<file path="config.mk">
export PLATFORM = sky130hd
export DESIGN_NAME = lgam_mapper
export DESIGN_NICKNAME = d
export VERILOG_FILES = /design/src/hdl/lgam_pkg.sv /design/src/hdl/lgam_mapper.sv
export SDC_FILE = /design/constraint.sdc
export NUM_CORES = 1
export LEC_CHECK = 0
export ABC_AREA = 1
export BUFFER_PORTS_ARGS = -buffer_cell sky130_fd_sc_hd__buf_2
export CAP_MARGIN = 20
export CELL_PAD_IN_SITES_DETAIL_PLACEMENT = 0
export CELL_PAD_IN_SITES_GLOBAL_PLACEMENT = 1
export CORE_MARGIN = 2
export CORE_UTILIZATION = 37
export DETAILED_ROUTE_END_ITERATION = 10
export GPL_TIMING_DRIVEN = 0
export PLACE_DENSITY = 0.93
export SYNTH_ARGS = -nofsm -noshare
export SYNTH_HDL_FRONTEND = slang
export SYNTH_SLANG_ARGS = --single-unit
</file>
<file path="constraint.sdc">
create_clock -name clk_sys -period 4.2 [get_ports clk_sys]
set_input_delay 0.84 -clock clk_sys [delete_from_list [all_inputs] [get_ports clk_sys]]
set_output_delay 0.84 -clock clk_sys [all_outputs]
set_load 0.1 [all_outputs]
</file>
<file path="src/hdl/lgam_pkg.sv">
package lgam_pkg;

  // ---------------------------------------------------------------
  // register indices (byte address is four times the index)
  // ---------------------------------------------------------------
  localparam logic [5:0] IDX_GLOBAL_PAGE = 6'h10;
  localparam logic [5:0] IDX_PROG_PAGE = 6'h15;
  localparam logic [5:0] IDX_RAM_PAGE = 6'h16;
  localparam logic [5:0] IDX_DF_PAGE = 6'h17;
  localparam logic [5:0] IDX_STATUS = 6'h18;

  // ---------------------------------------------------------------
  // values after reset
  // ---------------------------------------------------------------
  localparam logic [6:0] GLOBAL_PAGE_RST = 7'h00;
  localparam logic [7:0] PROG_PAGE_RST = 8'hFE;
  localparam logic [7:0] RAM_PAGE_RST = 8'hFD;
  localparam logic [7:0] DF_PAGE_RST = 8'hFE;

  // ---------------------------------------------------------------
  // local windows
  // ---------------------------------------------------------------
  localparam logic [15:0] LOC_DF_WIN = 16'h0800;
  localparam logic [15:0] LOC_DF_FIXED = 16'h0C00;
  localparam logic [15:0] LOC_RAM_WIN = 16'h1000;
  localparam logic [15:0] LOC_RAM_FIXED = 16'h2000;
  localparam logic [15:0] LOC_FLASH_FIXED_LO = 16'h4000;
  localparam logic [15:0] LOC_PROG_WIN = 16'h8000;
  localparam logic [15:0] LOC_UNPAGED = 16'hC000;

  // fixed pages seen through the unpaged windows
  localparam logic [6:0] DF_FIXED_PAGE_HI = 7'h7F;
  localparam logic [6:0] RAM_FIXED_PAGE_HI = 7'h7F;
  localparam logic [7:0] FLASH_LOW_PAGE = 8'hFD;
  localparam logic [7:0] FLASH_TOP_PAGE = 8'hFF;

  // ---------------------------------------------------------------
  // global map
  // ---------------------------------------------------------------
  localparam logic [22:0] GLB_REG_END = 23'h00_0800;
  localparam logic [22:0] GLB_RAM_TOP = 23'h10_0000;
  localparam logic [22:0] GLB_DF_END = 23'h14_0000;
  localparam logic [22:0] GLB_FLASH_BASE = 23'h40_0000;
  localparam logic [14:0] GLB_DEBUG_PAGE = 15'h7FFF;

  // ---------------------------------------------------------------
  // translation result
  // ---------------------------------------------------------------
  typedef struct packed {
    logic valid;
    logic [22:0] gaddr;
    logic moduleSel;
    logic regSel;
    logic debugSel;
    logic unimpl;
  } lgam_xlat_t;

endpackage : lgam_pkg

</file>
<file path="src/hdl/lgam_mapper.sv">
// The Avalon-MM interface to the registers was decided locally.
`timescale 1ns/10ps
module lgam_mapper #(
  parameter int unsigned RAM_SIZE = 32'h0000_3000,
  parameter int unsigned DF_SIZE = 32'h0000_8000,
  parameter int unsigned FLASH_SIZE = 32'h0004_0000
) (
  // clock and reset
  input wire logic clk_sys,
  input wire logic resetn,
  // register bus, avalon-mm slave
  input wire logic [7:0] avsAddress,
  input wire logic avsRead,
  input wire logic avsWrite,
  input wire logic [31:0] avsWriteData,
  input wire logic [3:0] avsByteEnable,
  output logic [31:0] avsReadData,
  output logic avsWaitrequest,
  // processor core access
  input wire logic coreValid,
  input wire logic [15:0] coreAddr,
  input wire logic coreGlobal,
  input wire logic coreFirmware,
  input wire logic farPageLoad,
  input wire logic [7:0] farPageData,
  output logic [7:0] programWindowPage,
  output lgam_pkg::lgam_xlat_t coreXlat,
  output logic illegalAccessReset,
  // debug unit access
  input wire logic debugValid,
  input wire logic [15:0] debugAddr,
  input wire logic debugActive,
  input wire logic debugFirmwareRead,
  input wire logic debugFirmwareWrite,
  output lgam_pkg::lgam_xlat_t debugXlat,
  // operating mode
  input wire logic modeStrap,
  output logic debugInControl
);

  // ---------------------------------------------------------------
  // implemented space
  // ---------------------------------------------------------------
  // ram bottom
  localparam logic [22:0] RAM_LOW = 23'(lgam_pkg::GLB_RAM_TOP - RAM_SIZE);
  localparam logic [22:0] DF_HIGH = 23'(lgam_pkg::GLB_RAM_TOP + DF_SIZE);
  localparam logic [22:0] FLASH_LOW = 23'(32'h0080_0000 - FLASH_SIZE);

  logic [6:0] globalPage_r;
  logic [6:0] globalPage_nxt;
  logic [7:0] progPage_r;
  logic [7:0] progPage_nxt;
  logic [7:0] ramPage_r;
  logic [7:0] ramPage_nxt;
  logic [7:0] dfPage_r;
  logic [7:0] dfPage_nxt;
  logic wait_r;
  logic wait_nxt;
  logic [31:0] rdata_r;
  logic [31:0] rdata_nxt;
  logic modeSpecial_r;
  logic modeSpecial_nxt;
  logic strapTaken_r;
  logic strapTaken_nxt;
  logic [2:0] strapSync_r;
  logic [2:0] strapSync_nxt;
  logic strapLevel_r;
  logic strapLevel_nxt;
  logic inCtrl_r;
  logic inCtrl_nxt;
  lgam_pkg::lgam_xlat_t coreXlat_r;
  lgam_pkg::lgam_xlat_t coreXlat_nxt;
  lgam_pkg::lgam_xlat_t debugXlat_r;
  lgam_pkg::lgam_xlat_t debugXlat_nxt;
  logic illegal_r;
  logic illegal_nxt;
  logic fwCycle;
  logic busWr;
  logic [5:0] regIdx;

  // ---------------------------------------------------------------
  // address translation
  // ---------------------------------------------------------------
  // one function for both masters, so the debug unit sees the core scheme
  function automatic lgam_pkg::lgam_xlat_t xlatAccess(
    input logic v,
    input logic [15:0] a,
    input logic glob,
    input logic fw,
    input logic dbgOn,
    input logic [6:0] gp,
    input logic [7:0] pp,
    input logic [7:0] rp,
    input logic [7:0] ep
  );
    lgam_pkg::lgam_xlat_t x;
    logic [22:0] g;
    logic inDebug;
    logic unimpl;
    x = '0;
    g = 23'h00_0000;
    if (glob) begin
      g = {gp, a};
    end else if (a < lgam_pkg::LOC_DF_WIN) begin
      g = {7'h00, a};
    end else if (a < lgam_pkg::LOC_DF_FIXED) begin
      g = {3'b001, 2'b00, ep, a[9:0]};
    end else if (a < lgam_pkg::LOC_RAM_WIN) begin
      g = {3'b001, 2'b00, lgam_pkg::DF_FIXED_PAGE_HI, a[10], a[9:0]};
    end else if (a < lgam_pkg::LOC_RAM_FIXED) begin
      // ram window, page 0x00 below offset 0x800 falls on registers
      g = {3'b000, rp, a[11:0]};
    end else if (a < lgam_pkg::LOC_FLASH_FIXED_LO) begin
      g = {3'b000, lgam_pkg::RAM_FIXED_PAGE_HI, a[12], a[11:0]};
    end else if (a < lgam_pkg::LOC_PROG_WIN) begin
      g = {1'b1, lgam_pkg::FLASH_LOW_PAGE, a[13:0]};
    end else if (a < lgam_pkg::LOC_UNPAGED) begin
      g = {1'b1, pp, a[13:0]};
    end else begin
      g = {1'b1, lgam_pkg::FLASH_TOP_PAGE, a[13:0]};
    end
    // debug page top; also reached via program page 0xFF
    inDebug = dbgOn && !glob && (g[22:8] == lgam_pkg::GLB_DEBUG_PAGE);
    // unimplemented gaps: below ram, above dataflash and below flash
    unimpl = ((g >= lgam_pkg::GLB_REG_END) && (g < RAM_LOW)) ||
             ((g >= DF_HIGH) && (g < lgam_pkg::GLB_DF_END)) ||
             ((g >= lgam_pkg::GLB_DF_END) && (g < FLASH_LOW));
    x.valid = v;
    x.gaddr = g;
    // debug resources only in firmware cycles
    x.debugSel = v && inDebug && fw;
    x.unimpl = v && !inDebug && unimpl;
    x.moduleSel = v && !inDebug && !unimpl;
    x.regSel = v && !inDebug && (g < lgam_pkg::GLB_REG_END);
    return x;
  endfunction : xlatAccess

  assign fwCycle = debugFirmwareRead || debugFirmwareWrite;

  // combinational translation from current page registers
  always_comb begin
    coreXlat_nxt = xlatAccess(coreValid, coreAddr, coreGlobal, fwCycle, debugActive,
                              globalPage_r, progPage_r, ramPage_r, dfPage_r);
    // global page ignored without a global instruction
    // same expansion for the debug unit
    debugXlat_nxt = xlatAccess(debugValid, debugAddr, 1'b0, fwCycle, debugActive,
                               globalPage_r, progPage_r, ramPage_r, dfPage_r);
    // core illegal access; firmware commands are exempt
    // no external bus, so nothing leaves the chip
    illegal_nxt = coreXlat_nxt.unimpl && !coreFirmware;
  end

  always_ff @(posedge clk_sys or negedge resetn) begin
    if (!resetn) begin
      coreXlat_r <= '0;
      debugXlat_r <= '0;
      illegal_r <= 1'b0;
    end else begin
      coreXlat_r <= coreXlat_nxt;
      debugXlat_r <= debugXlat_nxt;
      illegal_r <= illegal_nxt;
    end
  end

  // ---------------------------------------------------------------
  // register bus and page registers
  // ---------------------------------------------------------------
  assign regIdx = avsAddress[7:2];
  // a write lands on the edge where the master sees waitrequest low
  assign busWr = avsWrite && !wait_r && avsByteEnable[0];

  always_comb begin
    globalPage_nxt = globalPage_r;
    progPage_nxt = progPage_r;
    ramPage_nxt = ramPage_r;
    dfPage_nxt = dfPage_r;
    // read data stands until the next read replaces it
    rdata_nxt = rdata_r;
    // one wait state, then a single low cycle per request
    wait_nxt = !((avsRead || avsWrite) && wait_r);
    // page indices writable at any time
    if (busWr) begin
      unique case (regIdx)
        lgam_pkg::IDX_GLOBAL_PAGE: globalPage_nxt = avsWriteData[6:0];
        lgam_pkg::IDX_PROG_PAGE: progPage_nxt = avsWriteData[7:0];
        lgam_pkg::IDX_RAM_PAGE: ramPage_nxt = avsWriteData[7:0];
        lgam_pkg::IDX_DF_PAGE: dfPage_nxt = avsWriteData[7:0];
        default: ;
      endcase
    end
    // far call/return load wins, its sequence cannot be held off
    if (farPageLoad) begin
      progPage_nxt = farPageData;
    end
    if (avsRead && wait_r) begin
      unique case (regIdx)
        lgam_pkg::IDX_GLOBAL_PAGE: rdata_nxt = {25'h0, globalPage_r};
        lgam_pkg::IDX_PROG_PAGE: rdata_nxt = {24'h0, progPage_r};
        lgam_pkg::IDX_RAM_PAGE: rdata_nxt = {24'h0, ramPage_r};
        lgam_pkg::IDX_DF_PAGE: rdata_nxt = {24'h0, dfPage_r};
        lgam_pkg::IDX_STATUS: rdata_nxt = {29'h0, illegal_r, debugActive, modeSpecial_r};
        default: rdata_nxt = 32'h0000_0000;
      endcase
    end
  end

  always_ff @(posedge clk_sys or negedge resetn) begin
    if (!resetn) begin
      globalPage_r <= lgam_pkg::GLOBAL_PAGE_RST;
      progPage_r <= lgam_pkg::PROG_PAGE_RST;
      ramPage_r <= lgam_pkg::RAM_PAGE_RST;
      dfPage_r <= lgam_pkg::DF_PAGE_RST;
      wait_r <= 1'b1;
      rdata_r <= 32'h0000_0000;
    end else begin
      globalPage_r <= globalPage_nxt;
      progPage_r <= progPage_nxt;
      ramPage_r <= ramPage_nxt;
      dfPage_r <= dfPage_nxt;
      wait_r <= wait_nxt;
      rdata_r <= rdata_nxt;
    end
  end

  // ---------------------------------------------------------------
  // operating mode
  // ---------------------------------------------------------------
  // mode pin crosses in from outside; no reset on this chain, so the pin
  // level has already settled through it by the time reset lets go
  always_comb begin
    strapSync_nxt = {strapSync_r[1:0], modeStrap};
    strapLevel_nxt = strapLevel_r;
    // a change counts once the second and third stages agree
    if (strapSync_r[1] == strapSync_r[2]) begin
      strapLevel_nxt = strapSync_r[1];
    end
  end

  always_ff @(posedge clk_sys) begin
    strapSync_r <= strapSync_nxt;
    strapLevel_r <= strapLevel_nxt;
  end

  // strap is caught on the first edge after release, not under reset
  always_comb begin
    strapTaken_nxt = 1'b1;
    modeSpecial_nxt = strapTaken_r ? modeSpecial_r : strapLevel_r;
    // special mode with debugActive high: debug unit drives execution
    inCtrl_nxt = modeSpecial_nxt && debugActive;
  end

  always_ff @(posedge clk_sys or negedge resetn) begin
    if (!resetn) begin
      strapTaken_r <= 1'b0;
      modeSpecial_r <= 1'b0;
      inCtrl_r <= 1'b0;
    end else begin
      strapTaken_r <= strapTaken_nxt;
      modeSpecial_r <= modeSpecial_nxt;
      inCtrl_r <= inCtrl_nxt;
    end
  end

  assign avsReadData = rdata_r;
  assign avsWaitrequest = wait_r;
  assign programWindowPage = progPage_r;
  assign coreXlat = coreXlat_r;
  assign debugXlat = debugXlat_r;
  assign illegalAccessReset = illegal_r;
  assign debugInControl = inCtrl_r;
endmodule : lgam_mapper

</file>
==> impl_results.md, run 1 <==
* N_diodes at 0
* Num rows at 41
* Sequential area share after synthesis at 0.5398
* Post-CTS resize count at 0
* Post-CTS Hold Fix Bufs at 0
* Post-synth top flop: dfrtp_1
* Setup bufs post-CTS at 0
* Max incr delay on CP at 0.61 ns
* Core area at 0.01272 sq mm
* Tot GR Track Use at 0.1940
* P&R area growth vs syn at 27.40%
* Routed Antenna Nets at 0
* Hold Path Class: reg -> reg
* Hold endpoint: strapSync_r[1]
* Via count of the first global-routing pass at 4,187
* Placed insts at 904
* Height of the die at 118.5 microns
* Post-synthesis register bit count at 104
* Reg2reg path depth at 13
* Most common cell in the synthesized netlist: nand2_1
* Arrival time at the worst endpoint at 1.42 ns
* Hold path cells at 0
* Tcrit/Tclk final at 0.5374
* Finished Layout Cells at 920
* Unrepaired setup endpoints after global routing: no
* Worst slew pin tran at 0.6695 ns
* Critical Path RT at 3.36 ns
* Worst Path Max Fanout at 4
* Via count at 4,281
* Crit end category: output pin
* Min-delay src: strapSync_r[0]
* Gr ovfl total at 0
* Async set or reset register ratio after synthesis at 0.9615
* Status: complete, no violations
* Simple-gate share of the synthesized area at 0.2483
* Worst path cell trace: buf_2
* Internal power at 1.623 mW
* Sw frac at 0.4017
* Root Buffer: clkbuf_16
* Initial DRT Pass Iterations at 5
* First-pass GRT wire length at 21.29 mm
* Routability-driven placement congestion ratio at 0.9382
* DRT iter0 DRCs at 338
* Fin Clk Skew at 0.01119 ns
* Final #Nets at 840
* Leak at 3.231 nW
* Reg2reg setup slack at 2.34 ns
* Xor/xnor share of the synthesized area at 0.001805
* Mean Syn Cell Area at 8.545 sq um
* Worst skew pair latency at 0.36 ns
* Comb pwr share at 0.283
* Synth Area in Compound Gates at 0.1039
* Die footprint at 0.01405 sq mm
* Total of max-cap violations at 0
* Share of layout cells above drive strength 1 at 0.3209
* Horiz. Die Dim at 118.5 microns
* Post-synth EDFFs at 1
* Startpoint types: register
* Max Fclk at 0.4430 GHz
* Crit path buffers/inverters at 1
* WL final at 13.19 mm
* Critical-path top delay cell: dfstp_2
* Synth Area in Adders at 0
* Main combinational cell family by area after synthesis: simple AND/OR/NAND/NOR gates
* Synth top area cells: dfrtp_1 40%, dfstp_2 12%, nand2_1 10%
* CTS tree: yes
* Initial antenna violation count at 0
* Clock share of power at 0.306
* Via density at 4.653
* Post-synth top area cell: dfrtp_1
* R2R Path End: illegalAccessReset
* H-tree levels at 3
* Area of the multi-input gates at 0.001812 sq mm
* CP Class: reg -> out
* Clk sinks at 104
* Hold Vio Cnt, Final at 0
* Routed len/inst at 14.34 microns
* Fill count at 1,279
* DP HPWL at 10.52 mm
* Worst rel slew slack at 0.5520
* Setup TNS at 0 ns
* Most frequent cells after synthesis: 135 x nand2_1, 78 x dfrtp_1, 75 x inv_1
* Mux share of post-synthesis cell area at 0
* Clock tree buffer depth at 2
* Reg area at 0.002620 sq mm
* Clk pin slew, worst setup/hold paths at 0.08 ns
* Top-area cell type share of the netlist area at 0.4022
* Slew Limit Fails at 0
* Largest net degree at the start of global routing at 52
* Final setup fails at 0
* R2r startpoint: programWindowPage[7]
* Psw at 1.090 mW
* Period minus WS final at 2.257 ns
* Port bufs at 140
* Worst VDD drop at 0.2054 mV
* Yosys cell types at 40
* Drt drc at 0
* CP delay by family, top: flip-flops
* Flop pwr share at 0.411
* Num CTS Buffers at 9
* Cells after Synth at 568
* Initial Util at 0.3815
* I/O pin cnt at 196
* Synth Warn # at 0
* Pwr per Cell Area at 438.8 mW/mm^2
* Post-Synthesis Cell Area at 0.004853 sq mm
kinds of logic (layout without fill, tap and decap cells):
group                  count (synthesis)  in the layout
buffers and inverters                111            268
AO/OA/AOI/OAI                         86             86
XOR/XNOR                               1              1
flip-flops                           104            104
AND/OR/NAND/NOR                      264            264
other                                  2             25
sequential cells by signal, summed over array words and instances (netlist names):
name and cells:
globalPage_r 7, dfPage_r 8, strapSync_r 3, debugInControl 1, strapLevel_r 1, illegalAccessReset 1
avsWaitrequest 1, coreXlat 28, ramPage_r 8, modeSpecial_r 1, avsReadData 8, programWindowPage 8
debugXlat 28, strapTaken_r 1
power by group through the flow:
stage | registers (mW) | logic [mW] | clock network (mW)
final | 1.11 | 0.769 | 0.830
after global routing | 1.12 | 0.810 | 0.891
after CTS | 1.11 | 0.771 | 0.842
after detailed placement | 1.13 | 0.769 | 0
after global placement | 1.13 | 0.764 | 0
after floorplan | 1.49 | 0.247 | 0
worst max path at each step:
stage                          from                   end  slack (ns)  cells after the start
3_5_place_dp          avsAddress[7]       globalPage_r[0]        1.68                      9
6_report       programWindowPage[4]  programWindowPage[4]        1.94                      1
5_1_grt               avsAddress[7]       globalPage_r[2]        1.75                      9
4_1_cts        programWindowPage[6]  programWindowPage[6]        1.95                      1
3_3_place_gp                 resetn        avsReadData[6]        1.33                      1
2_1_floorplan            coreGlobal    illegalAccessReset        2.11                     11
metal layers:
metal | global-route usage | share of wire
met4 | 0.07813 | 0.026
met1 | 0.2512 | 0.42
met3 | 0.03716 | 0.078
met5 | 0 | 0
met2 | 0.3193 | 0.47
stage by stage:
step	power [mW]	setup WS [ns]	area, sq um	hold WS, ns	utilization
final	2.713	1.943	6183	0.3332	0.4860
after global routing	2.822	1.751	6183	0.3594	0.4860
after CTS	2.727	1.950	6183	0.3321	0.4860
after detailed placement	1.903	1.676	5886	0.3151	0.4626
after global placement	1.895	1.332	5856	0.3137	0.4603
after floorplan	1.734	2.109	4940	0.3096	-
cell type report:
| cell class | instances | area share |
|---|---|---|
| Buffer | 29 | 0.03238 |
| Clock buffer | 9 | 0.03642 |
| Clock inverter | 7 | 0.01174 |
| Inverter | 82 | 0.04978 |
| Multi-Input combinational cell | 376 | 0.2930 |
| Sequential cell | 104 | 0.4237 |
| Tap cell | 172 | 0.03480 |
| Timing Repair Buffer | 141 | 0.1182 |
cells in the final DEF, fill, tap and decap left out, types with 4 or more instances in the layout:
master,instances
clkbuf_1,4
nor3_1,6
conb_1,25
nand3_1,31
nand2_4,6
dfstp_2,22
nor2_1,57
clkbuf_16,9
inv_1,75
inv_2,6
nand2_2,7
o211ai_1,6
buf_2,140
dfrtp_1,78
a211oi_1,4
nand4_1,8
nand2_1,135
a21oi_1,13
buf_4,25
o21ai_1,7
o21ai_0,42
No activity file was read; power rests on OpenSTA's default activity.
==> inputs of run 2 (changes only) <==
ABC_AREA = 0   (was 1)
CORE_UTILIZATION = 36   (was 37)
PLACE_DENSITY = 0.88   (was 0.93)
clock period = 2.2 ns   (was 4.2 ns; I/O delays follow)
==> run 2 against run 1 <==
  * The run now ends with negative setup slack left
  * Global-route usage is 0.55 points lower
  * Power increased by 82%
  * Via count decreased by 7.9%
  * Synthesized cell count decreased by 24%
  * Hold slack got worse by 0.22 ns
  * Clock-buffer cell count increased by 2
  * Critical path depth rose by 6
  * Non-clock buffer count up 30
  * Combinational power up 82%
==> impl_results.md, run 2 <==
* Worst slew pin tran at 0.6121 ns (was 0.6695 ns)
* Initial DRT Pass Iterations at 4 (was 5)
* Leak at 2.975 nW (was 3.231 nW)
* Arrival time at the worst endpoint at 2.59 ns (was 1.42 ns)
* Routed len/inst at 16.74 microns (was 14.34 microns)
* Fin util at 0.4880 (was 0.4860)
* Simple-gate share of the synthesized area at 0.1576 (was 0.2483)
* Initial antenna violation count at 0 (unchanged)
* Slew Limit Fails at 0 (unchanged)
* Tcrit/Tclk final at 1.051
* H-tree levels at 3 (unchanged)
* Mean Syn Cell Area at 11.20 sq um (was 8.545 sq um)
* Die footprint at 0.01428 sq mm (was 0.01405 sq mm)
* N_diodes at 0 (unchanged)
* Most common cell in the synthesized netlist: dfrtp_1 (was nand2_1)
* WL final at 13.37 mm (was 13.19 mm)
* Routability-driven placement congestion ratio at 0.8616 (was 0.9382)
* Largest net degree at the start of global routing at 52 (unchanged)
* Post-synth top area cell: dfrtp_1 (unchanged)
* Routed wire length on met2 at 6.406 mm (was 6.257 mm)
* Xor/xnor share of the synthesized area at 0.001823 (was 0.001805)
* Worst rel slew slack at 0.5919 (was 0.5520)
* Post-Synthesis Cell Area at 0.004803 sq mm (was 0.004853 sq mm)
* Worst skew pair latency at 0.35 ns (was 0.36 ns)
* Max Fclk at 0.4324 GHz
* Height of the die at 119.5 microns (was 118.5 microns)
* Clk pin slew, worst setup/hold paths at 0.06 ns (was 0.08 ns)
* Startpoint types: register (unchanged)
* Unrepaired setup endpoints after global routing: yes (was no)
* Sequential area share after synthesis at 0.5455 (was 0.5398)
* Hold Path Class: in -> async (was reg -> reg)
* Synth top area cells: dfrtp_1 41%, dfstp_2 12%, mux2_2 6.1% (was dfrtp_1 40%, dfstp_2 12%, nand2_1 10%)
* Via count of the first global-routing pass at 3,825 (was 4,187)
* Most frequent cells in the layout: 140 x buf_2, 77 x dfrtp_1, 43 x buf_4, 34 x o21ai_0, 33 x nand2_1 (was 140 x buf_2, 135 x nand2_1, 78 x dfrtp_1, 75 x inv_1, 57 x nor2_1)
* DP HPWL at 10.11 mm (was 10.52 mm)
* Final setup fails at 5 (was 0)
* Main combinational cell family by area after synthesis: simple AND/OR/NAND/NOR gates (unchanged)
* P&R area growth vs syn at 33.47% (was 27.40%)
* Post-synth EDFFs at 1 (unchanged)
* Pwr per Cell Area at 769.5 mW/mm^2 (was 438.8 mW/mm^2)
* Num CTS Buffers at 9 (unchanged)
* Final #Nets at 716 (was 840)
* Synth Area in Compound Gates at 0.1315 (was 0.1039)
* Crit end category: register (was output pin)
* Worst Path Max Fanout at 3 (was 4)
* Most common cell after layout, fill and taps aside: buf_2 (unchanged)
* Final worst slack at -0.1125 ns (was 1.943 ns)
* Gr ovfl total at 0 (unchanged)
* Num rows at 42 (was 41)
* Setup TNS at -0.3316 ns (was 0 ns)
* Most frequent cells after synthesis: 78 x dfrtp_1, 35 x o21ai_0, 34 x nand2_1 (was 135 x nand2_1, 78 x dfrtp_1, 75 x inv_1)
* Critical Path RT at 2.48 ns (was 3.36 ns)
* Mux share of post-synthesis cell area at 0.09013 (was 0)
* Horiz. Die Dim at 119.5 microns (was 118.5 microns)
* Synth Area in Adders at 0 (unchanged)
* Clk sinks at 104 (unchanged)
* Core area at 0.01314 sq mm (was 0.01272 sq mm)
* Period minus WS final at 2.313 ns
* Clock tree buffer depth at 2 (unchanged)
* Via count at 3,944 (was 4,281)
* I/O pin cnt at 196 (unchanged)
* Top sig layer: met4 (unchanged)
* First-pass GRT wire length at 20.44 mm (was 21.29 mm)
* Synth Warn # at 0 (unchanged)
* Met3 routed WL at 896 microns (was 1.035 mm)
* DRT iter0 DRCs at 156 (was 338)
* CP Class: reg -> reg (was reg -> out)
* Hold Vio Cnt, Final at 0 (unchanged)
* Share of layout cells above drive strength 1 at 0.4703 (was 0.3209)
* Violated checks: negative setup slack
* Post-synth top flop: dfrtp_1 (unchanged)
* Drt drc at 0 (unchanged)
* Async set or reset register ratio after synthesis at 0.9615 (unchanged)
* Post-CTS Hold Fix Bufs at 0 (unchanged)
* Routed Antenna Nets at 0 (unchanged)
* CTS tree: yes (unchanged)
* Initial Util at 0.3656 (was 0.3815)
* Root Buffer: clkbuf_16 (unchanged)
* Final hold slack at 0.1103 ns (was 0.3332 ns)
* Worst VDD drop at 0.3744 mV (was 0.2054 mV)
* Met1 WL at 5.732 mm (was 5.559 mm)
* Fin Clk Skew at 0.006334 ns (was 0.01119 ns)
* Top-area cell type share of the netlist area at 0.4064 (was 0.4022)
* Post-synthesis register bit count at 104 (unchanged)
* Status: complete, but fails checks (was complete, no violations)
* Port bufs at 137 (was 140)
* Tot GR Track Use at 0.1885 (was 0.1940)
* Via density at 4.936 (was 4.653)
* Cells after Synth at 429 (was 568)
* Yosys cell types at 67 (was 40)
* Total of max-cap violations at 0 (unchanged)
## run 2: cell count changes in the layout (fill, tap and decap cells not counted), moves of 18 or more
| cell | before | now |
|---|---|---|
| nand2_1 | 135 | 33 |
| inv_1 | 75 | 14 |
| nor2_1 | 57 | 16 |
| nand3_1 | 31 | 4 |
| mux2_2 | 0 | 26 |
| buf_4 | 25 | 43 |
## run 2: metrics by stage
stage	instances	setup slack (ns)	power, mW	cell area (sq um)
finish	799	-0.1125	4.933	6411
global route	799	-0.1926	5.131	6411
CTS	786	-0.1402	4.948	6236
detailed placement	766	-0.7028	3.501	5843
global placement	765	-0.6091	3.484	5813
floorplan	452	-0.1512	3.189	4907
## run 2: cells by family after synthesis
| family | count (synthesis) |
|---|---|
| AOI/OAI and AO/OA | 100 |
| buffers and inverters | 58 |
| DFF | 104 |
| and+or+nand+nor | 124 |
| other | 2 |
| xor gates and xnor gates | 1 |
| muxes | 40 |
## run 2: worst max-delay path, cell delays in order, from the launching register on
cell,delay (ns)
dfstp_2,0.39
or4b_1,0.47
a31o_1,0.24
and2_4,0.14
nor3_2,0.08
or4b_4,0.49
a32oi_4,0.27
nor2b_4,0.17
## run 2: final timing paths
check / to / start / cells past startpoint / slack [ns]
max: coreXlat[3] / ramPage_r[2] / 7 / -0.11
max reg2reg: coreXlat[3] / ramPage_r[2] / 7 / -0.11
min reg2reg: strapSync_r[1] / strapSync_r[0] / 0 / 0.33
max in group asynchronous: ramPage_r[2] / resetn / 2 / 1.37
min: coreXlat[0] / resetn / 1 / 0.11
min in group clk_sys: strapSync_r[0] / modeStrap / 1 / 0.19
## run 2: repair_timing
| item | 4_1_cts | 5_1_grt |
|---|---|---|
| buffers inserted | 5 | 12 |
| endpoints found under the setup margin | 9 | 9 |
| resized for setup | 15 | 20 |
| pin swaps | 8 | 9 |
## run 2: area by class of cell
cell class                      instances  area, sq um
Tap cell                              176        220.2
Clock buffer                           11        232.7
Timing Repair Buffer                  156        850.8
Sequential cell                       104         2621
Clock inverter                          4        22.52
Multi-Input combinational cell        290         2100
Buffer                                 44        311.5
Inverter                               14        52.55
Fill cell                            1253         6726
## run 2: power breakdown
group | internal, mW | leakage, nW | switching (mW)
combinational | 0.303 | 1.65 | 1.10
sequential | 2.05 | 1.20 | 0.0839
clock | 0.754 | 0.125 | 0.646
total | 3.10 | 2.97 | 1.83
## run 2: routing by layer
metal / GRT usage / vias to the layer above
met4: 0.08088 / 0
met1: 0.2381 / 1880
li1: - / 1880
met3: 0.03755 / 22
met5: 0 / -
met2: 0.3150 / 162
